**src/core/ebp_pkg.sv**
```systemverilog
/*
 * Shared constants and carrier types of the external bus cycle phaser.
 * Assumes a single CPU-side clock; included before every design module.
 */
package ebp_pkg;

  // Register map, byte offsets on a 32-bit classic Wishbone slave
  localparam logic [7:0] EBP_CFG0_OFS   = 8'h00; // Window 0 timing
  localparam logic [7:0] EBP_CFG1_OFS   = 8'h04; // Window 1 timing
  localparam logic [7:0] EBP_CTRL_OFS   = 8'h08; // Clock select, mux mode
  localparam logic [7:0] EBP_CMD_OFS    = 8'h0c; // Start a cycle
  localparam logic [7:0] EBP_ADDR_OFS   = 8'h10; // Address of next cycle
  localparam logic [7:0] EBP_WDATA_OFS  = 8'h14; // Write data
  localparam logic [7:0] EBP_STAT_OFS   = 8'h18; // Busy, phase, read data

  // Timing config field positions
  localparam int EBP_AB_POS   = 0;  // 1 bit: 0 -> 1 period, 1 -> 2
  localparam int EBP_EXT_POS  = 1;  // 2 bits: window change extension
  localparam int EBP_CMD_POS  = 3;  // 2 bits: command delay 0..3
  localparam int EBP_WSU_POS  = 5;  // 1 bit: write setup/tristate 0..1
  localparam int EBP_ACC_POS  = 6;  // 5 bits: access minus one, 1..32
  localparam int EBP_HLD_POS  = 11; // 2 bits: hold 0..3
  localparam int EBP_CFG_W    = 13;
  localparam logic [12:0] EBP_CFG_RST = 13'h0000;

  // Control register bits
  localparam int EBP_CTRL_HALF_POS = 0; // CPU clock = master / 2
  localparam int EBP_CTRL_MUX_POS  = 1; // Multiplexed bus
  localparam int EBP_CMD_WR_POS    = 0; // Start: 1 write, 0 read
  localparam int EBP_CMD_WIN_POS   = 1; // Start: window select

  // Bus widths
  localparam int EBP_AW = 24;
  localparam int EBP_DW = 16;

  // One-hot phase encoding
  typedef enum logic [5:0] {
    EBP_IDLE = 6'b000001,
    EBP_AB   = 6'b000010,
    EBP_C    = 6'b000100,
    EBP_D    = 6'b001000,
    EBP_E    = 6'b010000,
    EBP_F    = 6'b100000
  } ebp_phase_e;

  // Decoded per-window timing; members run MSB first, so hold leads
  typedef struct packed {
    logic [1:0] hld;
    logic [4:0] acc;
    logic       wsu;
    logic [1:0] cmd;
    logic [1:0] ext;
    logic       ab2;
  } ebp_cfg_s;

  // External bus pin bundle
  typedef struct packed {
    logic [EBP_AW-1:0] addr;
    logic [EBP_DW-1:0] dout;
    logic              dout_oe;
    logic              ale;
    logic              rd_n;
    logic              wr_n;
    logic [1:0]        cs_n;
    logic              upper_byte_enable_n;
  } ebp_pins_s;

endpackage

```
**src/core/ebp_top.sv**
```systemverilog
/*
 * External bus cycle phaser: sequences address setup, command delay,
 * write setup/tristate, access and hold phases of one external cycle.
 * Assumes a classic Wishbone master on clk_i and an external memory that
 * holds read data valid until the read strobe rises.
 */
// Behaviour
// - Five phases run in fixed order; empty C, D and F are skipped
// - Phase lengths come from per-window config
// - Lengths count whole CPU clock periods
// - Setup 1-2, plus 0-3 on window change
// - Command delay 0-3, access 1-32 periods
// - Write setup or tristate 0-1 period
// - Hold keeps address and data 0-3
// - Read data latched as strobe ends
// - Early address change cannot corrupt read
// - Reference clock runs at CPU period when halved, twice it at full rate
// - CPU clock is master or half
`timescale 1ns/10ps
module ebp_top
  import ebp_pkg::*;
(
  input  wire logic              clk_i,
  input  wire logic              rst_i,
  // Classic Wishbone slave
  input  wire logic              cyc_i,
  input  wire logic              stb_i,
  input  wire logic              we_i,
  input  wire logic [7:0]        adr_i,
  input  wire logic [3:0]        sel_i,
  input  wire logic [31:0]       dat_i,
  output logic      [31:0]       dat_o,
  output logic                   ack_o,
  // External bus
  input  wire logic [EBP_DW-1:0] data_i,
  output logic      [EBP_AW-1:0] addr_o,
  output logic      [EBP_DW-1:0] data_o,
  output logic                   data_oe_o,
  output logic                   ale_o,
  output logic                   rd_n_o,
  output logic                   wr_n_o,
  output logic      [1:0]        cs_n_o,
  output logic                   upper_byte_enable_n_o,
  output logic                   reference_clock_output_o,
  output logic                   busy_o
);

  logic [EBP_CFG_W-1:0] cfg_ff [2];
  logic [1:0]           ctrl_ff;
  logic [EBP_AW-1:0]    addr_reg_ff;
  logic [EBP_DW-1:0]    wdata_ff;
  logic                 ack_ff;
  logic [31:0]          rd_mux;
  logic                 wb_req;
  logic                 start;
  logic                 start_wr;
  logic                 start_win;
  logic                 cpu_en;
  logic [EBP_DW-1:0]    din_s1_ff;
  logic [EBP_DW-1:0]    din_s2_ff;
  logic [EBP_DW-1:0]    rdata;
  logic                 cap;
  logic [2:0]           cap_dly_ff;
  logic                 pend_ff;

  ebp_phase_e           phase_ff;
  ebp_phase_e           nxt_phase;
  logic [5:0]           cnt_ff;
  logic [5:0]           nxt_cnt;
  logic                 wr_ff;
  logic                 win_ff;
  logic                 last_win_ff;
  logic                 win_valid_ff;
  ebp_cfg_s             cfg;
  ebp_pins_s            pins_ff;
  logic [5:0]           len_ab;
  logic [5:0]           len_c;
  logic [5:0]           len_d;
  logic [5:0]           len_e;
  logic [5:0]           len_f;
  logic                 win_chg;

  // Wishbone: one wait-state answer, ack lasts one cycle
  assign wb_req = cyc_i & stb_i & ~ack_ff;
  assign ack_o  = ack_ff;

  always_ff @(posedge clk_i) begin
    if (rst_i) begin
      ack_ff <= 1'b0;
    end else begin
      ack_ff <= wb_req;
    end
  end

  // Config writes, byte lane 0/1 gated; window config steers phases
  always_ff @(posedge clk_i) begin
    if (rst_i) begin
      cfg_ff[0]   <= EBP_CFG_RST;
      cfg_ff[1]   <= EBP_CFG_RST;
      ctrl_ff     <= 2'h0;
      addr_reg_ff <= '0;
      wdata_ff    <= '0;
    end else if (wb_req && we_i) begin
      case (adr_i)
        EBP_CFG0_OFS: begin
          if (sel_i[0]) cfg_ff[0][7:0] <= dat_i[7:0];
          if (sel_i[1]) cfg_ff[0][12:8] <= dat_i[12:8];
        end
        EBP_CFG1_OFS: begin
          if (sel_i[0]) cfg_ff[1][7:0] <= dat_i[7:0];
          if (sel_i[1]) cfg_ff[1][12:8] <= dat_i[12:8];
        end
        EBP_CTRL_OFS: begin
          if (sel_i[0]) ctrl_ff <= dat_i[1:0];
        end
        EBP_ADDR_OFS: begin
          if (sel_i[0]) addr_reg_ff[7:0] <= dat_i[7:0];
          if (sel_i[1]) addr_reg_ff[15:8] <= dat_i[15:8];
          if (sel_i[2]) addr_reg_ff[23:16] <= dat_i[23:16];
        end
        EBP_WDATA_OFS: begin
          if (sel_i[0]) wdata_ff[7:0] <= dat_i[7:0];
          if (sel_i[1]) wdata_ff[15:8] <= dat_i[15:8];
        end
        default: begin
        end
      endcase
    end
  end

  // Start command is ignored while a cycle is running
  assign start     = wb_req & we_i & sel_i[0] & (adr_i == EBP_CMD_OFS)
                     & (phase_ff == EBP_IDLE) & ~pend_ff;
  assign start_wr  = dat_i[EBP_CMD_WR_POS];
  assign start_win = dat_i[EBP_CMD_WIN_POS];

  // Read mux; unmapped addresses read zero
  always_comb begin
    rd_mux = 32'h0000_0000;
    case (adr_i)
      EBP_CFG0_OFS:  rd_mux = {19'h0, cfg_ff[0]};
      EBP_CFG1_OFS:  rd_mux = {19'h0, cfg_ff[1]};
      EBP_CTRL_OFS:  rd_mux = {30'h0, ctrl_ff};
      EBP_ADDR_OFS:  rd_mux = {8'h00, addr_reg_ff};
      EBP_WDATA_OFS: rd_mux = {16'h0000, wdata_ff};
      EBP_STAT_OFS:  rd_mux = {9'h000, phase_ff, busy_o, rdata};
      default:       rd_mux = 32'h0000_0000;
    endcase
  end

  always_ff @(posedge clk_i) begin
    if (rst_i) begin
      dat_o <= 32'h0000_0000;
    end else if (wb_req && !we_i) begin
      dat_o <= rd_mux;
    end
  end

  // CPU rate enable and reference clock
  ebp_clk_en u_clk_en (
    .clk_i                      (clk_i),
    .rst_i                      (rst_i),
    .cpu_clock_halving_select_i (ctrl_ff[EBP_CTRL_HALF_POS]),
    .cpu_en_o                   (cpu_en),
    .reference_clock_output_o   (reference_clock_output_o)
  );

  // Pin data enters through two flops before use
  always_ff @(posedge clk_i) begin
    if (rst_i) begin
      din_s1_ff <= '0;
      din_s2_ff <= '0;
    end else begin
      din_s1_ff <= data_i;
      din_s2_ff <= din_s1_ff;
    end
  end

  // Strobe pin rises one clock after access ends and the sample needs two
  // synchroniser clocks more; capture waits so it takes the bus as it stood
  // on the strobe-rising edge, untouched by later address moves
  assign cap = cpu_en & (phase_ff == EBP_E) & ~wr_ff & (cnt_ff == 6'd1);

  always_ff @(posedge clk_i) begin
    if (rst_i) begin
      cap_dly_ff <= 3'b000;
    end else begin
      cap_dly_ff <= {cap_dly_ff[1:0], cap};
    end
  end

  ebp_data_cap u_cap (
    .clk_i   (clk_i),
    .rst_i   (rst_i),
    .cap_i   (cap_dly_ff[2]),
    .din_i   (din_s2_ff),
    .rdata_o (rdata)
  );

  // Phase lengths of the active window, in CPU periods
  assign cfg     = ebp_cfg_s'(cfg_ff[win_ff]);
  assign win_chg = ~win_valid_ff | (last_win_ff != win_ff);
  assign len_ab  = 6'(cfg.ab2) + 6'd1
                   + (win_chg ? 6'(cfg.ext) : 6'd0);
  assign len_c   = 6'(cfg.cmd);
  assign len_d   = 6'(cfg.wsu);
  assign len_e   = 6'(cfg.acc) + 6'd1;
  assign len_f   = 6'(cfg.hld);

  // Phase sequencer; zero-length phases fall through at once
  always_comb begin
    nxt_phase = phase_ff;
    nxt_cnt   = cnt_ff;
    case (phase_ff)
      EBP_IDLE: begin
        nxt_phase = EBP_IDLE;
      end
      EBP_AB, EBP_C, EBP_D, EBP_E, EBP_F: begin
        if (cnt_ff > 6'd1) begin
          nxt_cnt = cnt_ff - 6'd1;
        end else begin
          // Fixed order, skipping empty phases
          nxt_phase = EBP_IDLE;
          nxt_cnt   = 6'd0;
          if (phase_ff == EBP_AB && len_c != 6'd0) begin
            nxt_phase = EBP_C;
            nxt_cnt   = len_c;
          end else if ((phase_ff == EBP_AB || phase_ff == EBP_C)
                       && len_d != 6'd0) begin
            nxt_phase = EBP_D;
            nxt_cnt   = len_d;
          end else if (phase_ff == EBP_AB || phase_ff == EBP_C
                       || phase_ff == EBP_D) begin
            nxt_phase = EBP_E;
            nxt_cnt   = len_e;
          end else if (phase_ff == EBP_E && len_f != 6'd0) begin
            nxt_phase = EBP_F;
            nxt_cnt   = len_f;
          end
        end
      end
      default: begin
        nxt_phase = EBP_IDLE;
        nxt_cnt   = 6'd0;
      end
    endcase
  end

  // Phase state advances only on CPU enable
  always_ff @(posedge clk_i) begin
    if (rst_i) begin
      phase_ff <= EBP_IDLE;
      cnt_ff   <= 6'd0;
      wr_ff    <= 1'b0;
      win_ff   <= 1'b0;
    end else begin
      if (start) begin
        wr_ff  <= start_wr;
        win_ff <= start_win;
      end
      if (cpu_en) begin
        if (start || pend_ff) begin
          // Setup opens on a CPU edge, so its first period is whole
          phase_ff <= EBP_AB;
          cnt_ff   <= 6'd0;
        end else if (phase_ff == EBP_AB && cnt_ff == 6'd0) begin
          if (len_ab == 6'd1) begin
            phase_ff <= nxt_phase; // One-period setup ends now
            cnt_ff   <= nxt_cnt;
          end else begin
            cnt_ff <= len_ab - 6'd1; // First setup period done
          end
        end else begin
          phase_ff <= nxt_phase;
          cnt_ff   <= nxt_cnt;
        end
      end
    end
  end

  // Start seen between CPU edges waits here for the next one
  always_ff @(posedge clk_i) begin
    if (rst_i) begin
      pend_ff <= 1'b0;
    end else if (start && !cpu_en) begin
      pend_ff <= 1'b1;
    end else if (cpu_en) begin
      pend_ff <= 1'b0;
    end
  end

  // Remember window of last cycle for the change extension
  always_ff @(posedge clk_i) begin
    if (rst_i) begin
      last_win_ff  <= 1'b0;
      win_valid_ff <= 1'b0;
    end else if (cpu_en && phase_ff != EBP_IDLE && nxt_phase == EBP_IDLE
                 && !(phase_ff == EBP_AB && cnt_ff == 6'd0)) begin
      last_win_ff  <= win_ff;
      win_valid_ff <= 1'b1;
    end
  end

  // Pin drive, registered from phase state
  always_ff @(posedge clk_i) begin
    if (rst_i) begin
      pins_ff <= '{addr: '0, dout: '0, dout_oe: 1'b0, ale: 1'b0,
                   rd_n: 1'b1, wr_n: 1'b1, cs_n: 2'b11,
                   upper_byte_enable_n: 1'b1};
    end else begin
      pins_ff.addr    <= addr_reg_ff;
      pins_ff.cs_n    <= 2'b11;
      pins_ff.ale     <= 1'b0;
      pins_ff.rd_n    <= 1'b1;
      pins_ff.wr_n    <= 1'b1;
      pins_ff.dout_oe <= 1'b0;
      pins_ff.upper_byte_enable_n <= 1'b1;
      if (phase_ff != EBP_IDLE) begin
        pins_ff.cs_n[win_ff] <= 1'b0;
        pins_ff.upper_byte_enable_n <= 1'b0;
      end
      if (phase_ff == EBP_AB && ctrl_ff[EBP_CTRL_MUX_POS]) begin
        // Address on shared lines, latch strobe high
        pins_ff.dout    <= addr_reg_ff[EBP_DW-1:0];
        pins_ff.dout_oe <= 1'b1;
        pins_ff.ale     <= 1'b1;
      end else if (wr_ff && (phase_ff == EBP_D || phase_ff == EBP_E
                             || phase_ff == EBP_F)) begin
        // Write data held through hold phase
        pins_ff.dout    <= wdata_ff;
        pins_ff.dout_oe <= 1'b1;
      end
      if (phase_ff == EBP_E) begin
        pins_ff.rd_n <= wr_ff;
        pins_ff.wr_n <= ~wr_ff;
      end
    end
  end

  assign addr_o                = pins_ff.addr;
  assign data_o                = pins_ff.dout;
  assign data_oe_o             = pins_ff.dout_oe;
  assign ale_o                 = pins_ff.ale;
  assign rd_n_o                = pins_ff.rd_n;
  assign wr_n_o                = pins_ff.wr_n;
  assign cs_n_o                = pins_ff.cs_n;
  assign upper_byte_enable_n_o = pins_ff.upper_byte_enable_n;
  assign busy_o                = (phase_ff != EBP_IDLE);

endmodule

```
**src/core/ebp_clk_en.sv**
```systemverilog
/*
 * CPU clock enable generator and reference clock output.
 * Assumes clk_i is the master clock; the CPU rate is a one-cycle enable.
 */
`timescale 1ns/10ps
module ebp_clk_en
  import ebp_pkg::*;
(
  input  wire logic clk_i,
  input  wire logic rst_i,
  input  wire logic cpu_clock_halving_select_i,
  output logic      cpu_en_o,
  output logic      reference_clock_output_o
);

  logic div_ff;
  logic ref_ff;

  // Divide toggle, only meaningful in halving mode
  always_ff @(posedge clk_i) begin
    if (rst_i) begin
      div_ff <= 1'b0;
    end else begin
      div_ff <= ~div_ff;
    end
  end

  // Full rate: every cycle; halved: every second cycle
  assign cpu_en_o = cpu_clock_halving_select_i ? div_ff : 1'b1;

  // Reference clock toggles at CPU rate; at full rate it can only be
  // an approximation, so it toggles itself every clock, one period per two CPU periods
  always_ff @(posedge clk_i) begin
    if (rst_i) begin
      ref_ff <= 1'b0;
    end else if (cpu_clock_halving_select_i) begin
      ref_ff <= div_ff; // One CPU period per high/low pair
    end else begin
      ref_ff <= ~ref_ff;
    end
  end

  assign reference_clock_output_o = ref_ff;

endmodule

```
**src/core/ebp_data_cap.sv**
```systemverilog
/*
 * Read data capture register.
 * Assumes read data pins already pass a two-stage synchroniser upstream.
 */
`timescale 1ns/10ps
module ebp_data_cap
  import ebp_pkg::*;
(
  input  wire logic              clk_i,
  input  wire logic              rst_i,
  input  wire logic              cap_i,
  input  wire logic [EBP_DW-1:0] din_i,
  output logic      [EBP_DW-1:0] rdata_o
);

  logic [EBP_DW-1:0] rdata_ff;

  // Latched only on the strobe-ending edge, not on address movement
  always_ff @(posedge clk_i) begin
    if (rst_i) begin
      rdata_ff <= '0;
    end else if (cap_i) begin
      rdata_ff <= din_i;
    end
  end

  assign rdata_o = rdata_ff;

endmodule

```
**config.mk**
```make
export PLATFORM = sky130hd
export DESIGN_NAME = ebp_top
export DESIGN_NICKNAME = d
export VERILOG_FILES = /design/src/core/ebp_pkg.sv /design/src/core/ebp_top.sv /design/src/core/ebp_clk_en.sv /design/src/core/ebp_data_cap.sv
export SDC_FILE = /design/constraint.sdc
export NUM_CORES = 1
export LEC_CHECK = 0
export BUFFER_PORTS_ARGS = -buffer_cell sky130_fd_sc_hd__buf_2
export CELL_PAD_IN_SITES_DETAIL_PLACEMENT = 0
export CELL_PAD_IN_SITES_GLOBAL_PLACEMENT = 2
export CORE_ASPECT_RATIO = 1.1
export CORE_UTILIZATION = 32
export DETAILED_ROUTE_END_ITERATION = 8
export MAX_ROUTING_LAYER = met4
export PLACE_DENSITY_LB_ADDON = 0.1
export SETUP_SLACK_MARGIN = 0.15
export SYNTH_ARGS = -nofsm -noshare
export SYNTH_HDL_FRONTEND = slang
export SYNTH_SLANG_ARGS = --single-unit
```
**constraint.sdc**
```tcl
create_clock -name clk_i -period 3 [get_ports clk_i]
set_input_delay 0.6 -clock clk_i [delete_from_list [all_inputs] [get_ports clk_i]]
set_output_delay 0.6 -clock clk_i [all_outputs]
set_load 0.01 [all_outputs]
```
* After elaboration in Yosys (flattened, before gate mapping)
Memory sizes are Yosys's and may differ from the RTL's. A register that Yosys moved wholly into a read port is not among the register bits.
Cells that the tools add are included.
** Storage, ports and cells
- Flip-flop bits (word level) :: 192
- Bits in writable memories :: 26
- Output and inout port bits :: 82
- Memories :: 1
** Memories
- cfg_ff :: words 2, width 13, rd ports 3, clocked after memory_dff 1, wr ports 2, line ebp_top.sv:48 : logic [EBP_CFG_W-1:0] cfg_ff [2];
** Operators by class
- $add $sub $neg :: 5
- Magnitude comparators :: 3
- Eq/ne operators :: 18
- Multiplexer cells :: 56
- Bitwise operators :: 24
- Reduce and logical (&&, ||, !) cells :: 37
** Operators with widths (number)
- case mux 24 bit (6 select lines) :: 1
- two-way mux 6 bit :: 16
- two-way mux 17 bit :: 2
- two-way mux 1 bit :: 29
- == test 8 x 5 -> 1 bit (second input constant) :: 3
- == test 6 x 1 -> 1 bit (second input constant) :: 3
- AND reduction 3 bit :: 6
- == test 8 x 4 -> 1 bit (second input constant) :: 2
- two-way mux 8 bit :: 2
- logical AND 1 bit :: 13
- case mux 6 bit (2 select lines) :: 1
- nonzero test 6 bit :: 2
- bitwise AND 1 bit :: 10
- two-way mux 5 bit :: 2
- == test 8 x 3 -> 1 bit (second input constant) :: 1
- zero test 8 bit :: 1
- NOT 1 bit :: 8
- adder 5 x 1 -> 6 bit (second input constant) :: 1
- == test 6 x 2 -> 1 bit (second input constant) :: 1
- == test 6 x 3 -> 1 bit (second input constant) :: 1
- == test 6 x 4 -> 1 bit (second input constant) :: 1
- == test 6 x 5 -> 1 bit (second input constant) :: 1
- == test 6 bit (second input constant) :: 1
- greater-than comparator 6 x 1 -> 1 bit (second input constant) :: 1
- 21 further kinds :: 34

* Longest topological paths before layout
Gate-level depths: netlist of the first run.
- Depth in word-level cells :: 11
- Mapped depth :: 14
- Gate-level depth less buffers :: 12

* Modules after synthesis
A second synthesis of the first run with hierarchy kept.
** Second synthesis, totals
- Cells, all modules :: 879
- Area, all modules :: 8883.5 sq um
** Modules (own cells, without submodules)
- ebp_top :: times used 1, cells an instance 821, area each 8235.4 sq um
- ebp_data_cap :: times used 1, cells an instance 52, area each 580.6 sq um
- ebp_clk_en :: times used 1, cells an instance 6, area each 67.6 sq um

* Least setup slack after synthesis of the first run
Ideal clock, no wire load.
- Kind :: reg2reg
- From :: register (tool-made name)
- To :: register phase_ff[5]
- Arrival time :: 3.022 ns
- Slack :: -0.096 ns
- Stages on the path, launching flop included :: 15
- Path buffers :: 3
- Period minus slack after synthesis :: 3.096 ns
- Path through :: dfxtp_1 > clkbuf_1 > buf_1 > mux2_2 > nand2_1 > ha_1 > ha_1 > inv_1 > ha_1 > nand2b_1 > nand2b_1 > clkbuf_1 > nand3_1 > or3_1 > o21ai_0
** RTL lines
- end signal: assignment :: line ebp_top.sv:268 : phase_ff <= nxt_phase;
- end signal: assignment :: line ebp_top.sv:274 : phase_ff <= nxt_phase;
- end: declaration :: line ebp_top.sv:66 : ebp_phase_e phase_ff;

==> flow_summary.toml, run 1 <==
[synthesis]
ys_ff_latch = 211
ys.warnings.count = 0
synth_top_flop_cell = "dfxtp_1"
seq_area_frac_synth = 0.509
synth_cell_type_count = 68
synth_area_um2 = 8810
synth_edf_count = 26
syn-instance-count = 869
synth-async-reset-ratio = 0
avgSynthCellArea_um2 = 10.1

[global_routing]
antenna_found_initial = 0
use_met2 = 0.309
grt_pass1_vias = 6601
grt_max_degree = 63
top_usage_layer = "met2"
use_met1 = 0.225
grtUsageMet3 = 0.0209
track_usage = 0.181
overflow = 0
grt_first_pass_wirelength_um = 38500

[setup_path]
crit_fanout = 9
start_kind = "register"
end_kind = "register"
reg2regPathDepth = 11
critPathMaxStageDelay_ns = 0.43
cp.arrival_ns = 3.05
worstPathCellList = "mux2_2, nand2_1, ha_1, ha_1, inv_1, ha_1, nand2b_1, nand2b_1, nand3_1, or3_1, o21ai_0"
worst-path-buf-inv = 1
path_delay_family = "simple AND/OR/NAND/NOR gates"
crit_slowest_cell = "dfxtp_1"
crit_required_ns = 3.44
rrSetupSlack_ns = 0.39
crit_path_frequent_cell = "ha_1"
crit_cells = 11
r2r_end = "phase_ff[5]"
worstSetupPathType = "register to register"

[placement]
post_dp_cell_area_um2 = 9960
io_buffer_count = 129
routabilityCongestion = 0.849
dp_hpwl_um = 17800

[sta]
period_needed_ns = 2.61
report.final.hold_viol_count = 0
relSlewSlack = 0.562
tightest_slew_ns = 0.651
drv_slew = 0
fin_worst_skew_ns = 0.00822
finalCritPeriodShare = 0.872
grt_setup_unrepaired = "false"
tns_ns = 0
fmax_mhz = 382
setup_viol = 0
whs_ns = 0.292

[power]
power.leakage_nw = 4.67
p_int_mw = 4.74
switchingPower_mw = 1.35
seqPwrFrac = 0.478
power_frac_comb = 0.039
swShare = 0.222
irDropWorstVdd_uv = 353
power_density_nw_per_um2 = 566
clockPowerShare = 0.483

[route]
antenna_left = 0
viasPerCell = 4.80
dr.pass1.iters = 4
drc = 0
wirelength_um = 24900
num_vias = 6634
first_iter_violations = 288
routedWlPerCell_um = 18.0

[final_layout]
drive_gt1_frac = 0.228
finalInstanceArea_um2 = 10800
n_antenna_cell = 0
fin_nets = 1080
syn_to_final_growth_pct = 22.1

[die]
die_h_um = 176
rows = 63
ios = 147
dieArea_um2 = 28200
coreArea_um2 = 27000
die_w_um = 160
start_util = 0.326

[cts]
cts_setup_buffers = 0
hold_buffers = 0
tritoncts = "yes"
cts.sinks = 211
clockBufferDepth = 3
cts_resized = 0
clk_latency_ns = 0.51
path_clk_slew_ns = 0.06
htree_levels = 1
numCtsBuffers = 25
root_buffer = "clkbuf_16"

[min_path]
whs_path_depth = 2
hold-path-endpoint = "din_s1_ff[12]"
min_from = "data_i[12]"
hold_class = "primary input to register"

[run]
maxCapViolations = 0

[status]
status = "completed"
-- worst max path at each step --
stage / startpoint / end / slack, ns
finish: register / phase_ff[5] / 0.39
detailed placement: adr_i[5] / cfg_ff[0][6] / 0.21
floorplan: register / phase_ff[5] / 0.17
CTS: register / phase_ff[5] / 0.34
global placement: adr_i[5] / cfg_ff[0][9] / 0.21
global route: register / phase_ff[5] / 0.16
-- state kept, by name, indices dropped and copies added, names as in the netlist, 2 cells and up, named ones only --
signal         cells
addr_o            24
wdata_ff          16
cnt_ff             6
din_s2_ff         16
cfg_ff            26
dat_o             24
phase_ff           6
ctrl_ff            2
din_s1_ff         16
cs_n_o             2
addr_reg_ff       24
data_o            16
u_cap.rdata_o     16
cap_dly_ff         3
-- routing by layer --
layer  wire (um)  up-vias  share of wire
met4         554        0          0.022
met2       12300      123           0.50
met3         704       37          0.028
met5           0        -              0
met1       11300     3141           0.45
li1            -     3333              -
-- worst reg2reg max path: stages, from the launching register on --
cell and delay (ns):
dfxtp_1 0.43, mux2_2 0.36, nand2_1 0.06, ha_1 0.16, ha_1 0.23, inv_1 0.07, ha_1 0.14, nand2b_1 0.09
nand2b_1 0.31, nand3_1 0.25, or3_1 0.38, o21ai_0 0.07
-- area by class of cell --
| cell class | count | area [um^2] |
|---|---|---|
| flip-flops and latches | 211 | 4480 |
| multi-input cells | 582 | 4000 |
| repair buffers | 169 | 965 |
| clock buffers | 37 | 724 |
| fillers | 2766 | 16300 |
| inverters | 17 | 63.8 |
| clock inverters | 8 | 78.8 |
| well taps | 357 | 447 |
-- cell families after synthesis --
| logic type | count (synthesis) | synth area share |
|---|---|---|
| AND/OR/NAND/NOR | 314 | 0.186 |
| flip-flops | 211 | 0.509 |
| AO/OA/AOI/OAI | 139 | 0.122 |
| multiplexers | 102 | 0.117 |
| buffers and inverters | 83 | 0.0437 |
| XOR/XNOR | 10 | 0.00994 |
| adder cells (fa/ha/maj) | 9 | 0.0128 |
| other | 1 | 0.000425 |
-- placed cells by master (no fill, tap or decap), types with 8 or more instances in the layout --
cell type / instances
dfxtp_1: 185
buf_2: 128
nor2_1: 119
mux2i_1: 96
nor2b_1: 62
nand2_1: 46
buf_4: 39
a22oi_1: 37
edfxtp_1: 26
clkbuf_16: 25
and2_1: 20
inv_1: 17
a211oi_1: 17
o21ai_0: 14
o221ai_1: 13
nand3_1: 11
nor3_1: 10
a22o_1: 10
ha_1: 9
a21oi_1: 8
conb_1: 8
-- power by group through the flow --
stage	Sequential (mW)	Combinational, mW	Clock (mW)
after floorplan	2.97	0.140	0
after global placement	2.97	0.244	0
after detailed placement	2.97	0.242	0
after CTS	2.91	0.244	3.05
after global routing	2.91	0.262	3.17
final	2.91	0.239	2.94
-- cells in the mapped netlist, types with 3 or more instances --
master / n / share of area
dfxtp_1: 185 / 0.42
nor2_1: 119 / 0.051
mux2i_1: 96 / 0.11
nor2b_1: 62 / 0.044
nand2_1: 46 / 0.020
clkbuf_1: 40 / 0.017
a22oi_1: 37 / 0.032
edfxtp_1: 26 / 0.089
and2_1: 20 / 0.014
a211oi_1: 17 / 0.014
inv_1: 17 / 0.0072
o21ai_0: 14 / 0.0080
o221ai_1: 13 / 0.013
nand3_1: 11 / 0.0062
a22o_1: 10 / 0.0099
buf_2: 10 / 0.0057
nor3_1: 10 / 0.0057
ha_1: 9 / 0.013
a21oi_1: 8 / 0.0045
buf_4: 8 / 0.0068
xnor2_1: 7 / 0.0070
mux2_2: 6 / 0.0077
nor4_1: 6 / 0.0043
or3_1: 6 / 0.0043
nand2b_1: 5 / 0.0035
a221oi_1: 4 / 0.0040
buf_6: 4 / 0.0051
nand4_1: 4 / 0.0028
nor4b_1: 4 / 0.0040
o211ai_1: 4 / 0.0034
a32oi_1: 3 / 0.0030
buf_1: 3 / 0.0013
nand3_4: 3 / 0.0060
o21a_1: 3 / 0.0026
o31ai_1: 3 / 0.0026
o32ai_1: 3 / 0.0030
xor2_1: 3 / 0.0030
-- per-stage QoR --
stage	util	instances	worst slack (ns)	total power, mW
3_3_place_gp	0.368	1336	0.214	3.22
6_report	0.398	1381	0.385	6.09
2_1_floorplan	-	876	0.167	3.11
3_5_place_dp	0.368	1336	0.211	3.22
5_1_grt	0.398	1381	0.159	6.35
4_1_cts	0.398	1381	0.344	6.20
Power figures use the tool's default switching activity.
==> inputs of run 2 (changes only) <==
Settings changed: CORE_UTILIZATION 32 to 25.
==> run 2 against run 1 <==
  * Combinational power increased by 2%
  * Global-route usage decreased by 2.7 points
  * Clock skew increased by 0.0089 ns
  * Critical path depth decreased by 7
==> flow_summary.toml, run 2 (synthesis results as in run 1) <==
[status]
status = "completed"

[sta]
drv_slew = 0
fin_worst_skew_ns = 0.0171
tightest_slew_ns = 0.746
grt_setup_unrepaired = "false"
report.final.hold_viol_count = 0
setup_ws_ns = 0.429
setup_viol = 0
period_needed_ns = 2.57
finalCritPeriodShare = 0.857
tns_ns = 0
relSlewSlack = 0.503
fmax_mhz = 389

[cts]
cts_resized = 0
htree_levels = 1
clockBufferDepth = 3
tritoncts = "yes"
cts_setup_buffers = 0
hold_buffers = 0
root_buffer = "clkbuf_16"
path_clk_slew_ns = 0.06
clk_latency_ns = 0.53
numCtsBuffers = 26
cts.sinks = 211

[final_layout]
final_core_util = 0.317
drive_gt1_frac = 0.230
fin_nets = 1082
layout_common_cells = "dfxtp_1, buf_2, nor2_1"
n_antenna_cell = 0
layout_commonest_cell = "dfxtp_1"
largest_reg_flops = 26
syn_to_final_growth_pct = 24.1
regMostFlops = "cfg_ff"

[global_routing]
top_usage_layer = "met2"
overflow = 0
use_met1 = 0.197
grt_pass1_vias = 6618
grt_max_degree = 66
use_met2 = 0.259
antenna_found_initial = 0
grt_first_pass_wirelength_um = 41300
track_usage = 0.154
grtUsageMet3 = 0.0205

[placement]
post-place-ws_ns = 0.226
io_buffer_count = 129
routabilityCongestion = 0.833
dp_hpwl_um = 19400

[die]
coreArea_um2 = 34500
dieArea_um2 = 36000
start_util = 0.256
rows = 71
die_w_um = 181
ios = 147
die_h_um = 199

[setup_path]
crit_required_ns = 2.40
cp.arrival_ns = 1.97
start_kind = "register"
end_kind = "output port"
crit_fanout = 10
worstSetupPathType = "register to output port"

[route]
viasPerCell = 4.50
first_iter_violations = 231
antenna_left = 0
dr.pass1.iters = 4
wirelength_um = 27000
num_vias = 6598
drc = 0
routedWlPerCell_um = 18.4

[power]
power_density_nw_per_um2 = 576
power.leakage_nw = 4.71
irDropWorstVdd_uv = 392

[min_path]
hold_class = "primary input to register"

[run]
maxCapViolations = 0
[run 2: cell count changes in the layout (fill, tap and decap cells not counted), sizes merged]
cell      previous run  this run
buf                169       170
bufinv               1         0
clkbuf              37        44
clkinv               6         2
clkinvlp             1         0
inv                 17        18
[run 2: power by group]
part	switching, mW	total (mW)	leakage [nW]	internal, mW
clock network	1.23	3.14	0.431	1.91
logic	0.156	0.244	2.52	0.0883
registers	0.0173	2.91	1.76	2.89
total	1.40	6.30	4.71	4.89
[run 2: metal layers]
metal  wire, um  up-vias
li1           -     3335
met1      12600     3131
met2      13200      102
met3        796       30
met4        439        0
met5          0        -
[run 2: area by class of cell]
class                      count  area [um^2]
tap                          438          548
inverter                      17         63.8
clock buffer                  44          850
fill                        3674        23500
sequential                   211         4480
multi-input combinational    582         4000
clock inverter                 3         20.0
timing repair buffer         170          972
[run 2: per-stage QoR]
step | hold WS (ns) | std cells | power (mW) | cell area [um^2]
final | 0.279 | 1465 | 6.30 | 10900
after global routing | 0.255 | 1465 | 6.56 | 10900
after CTS | 0.257 | 1465 | 6.42 | 10900
after detailed placement | 0.418 | 1418 | 3.22 | 10100
after global placement | 0.406 | 1418 | 3.22 | 10100
after floorplan | 0.393 | 876 | 3.11 | 8850
[run 2: critical path, cell delays in order (launching register included)]
cell and delay [ns]:
dfxtp_1 0.56, nor4b_1 0.28, nand2_1 0.23, buf_4 0.23
buf_2 0.14
[run 2: final timing paths]
kind	end	start	slack, ns	cells past startpoint
setup / recovery	busy_o	phase_ff[0]	0.43	4
hold / removal	din_s1_ff[0]	data_i[0]	0.28	2
setup reg to reg	phase_ff[5]	register	0.49	11
hold reg to reg	u_clk_en.div_ff	u_clk_en.div_ff	0.42	1
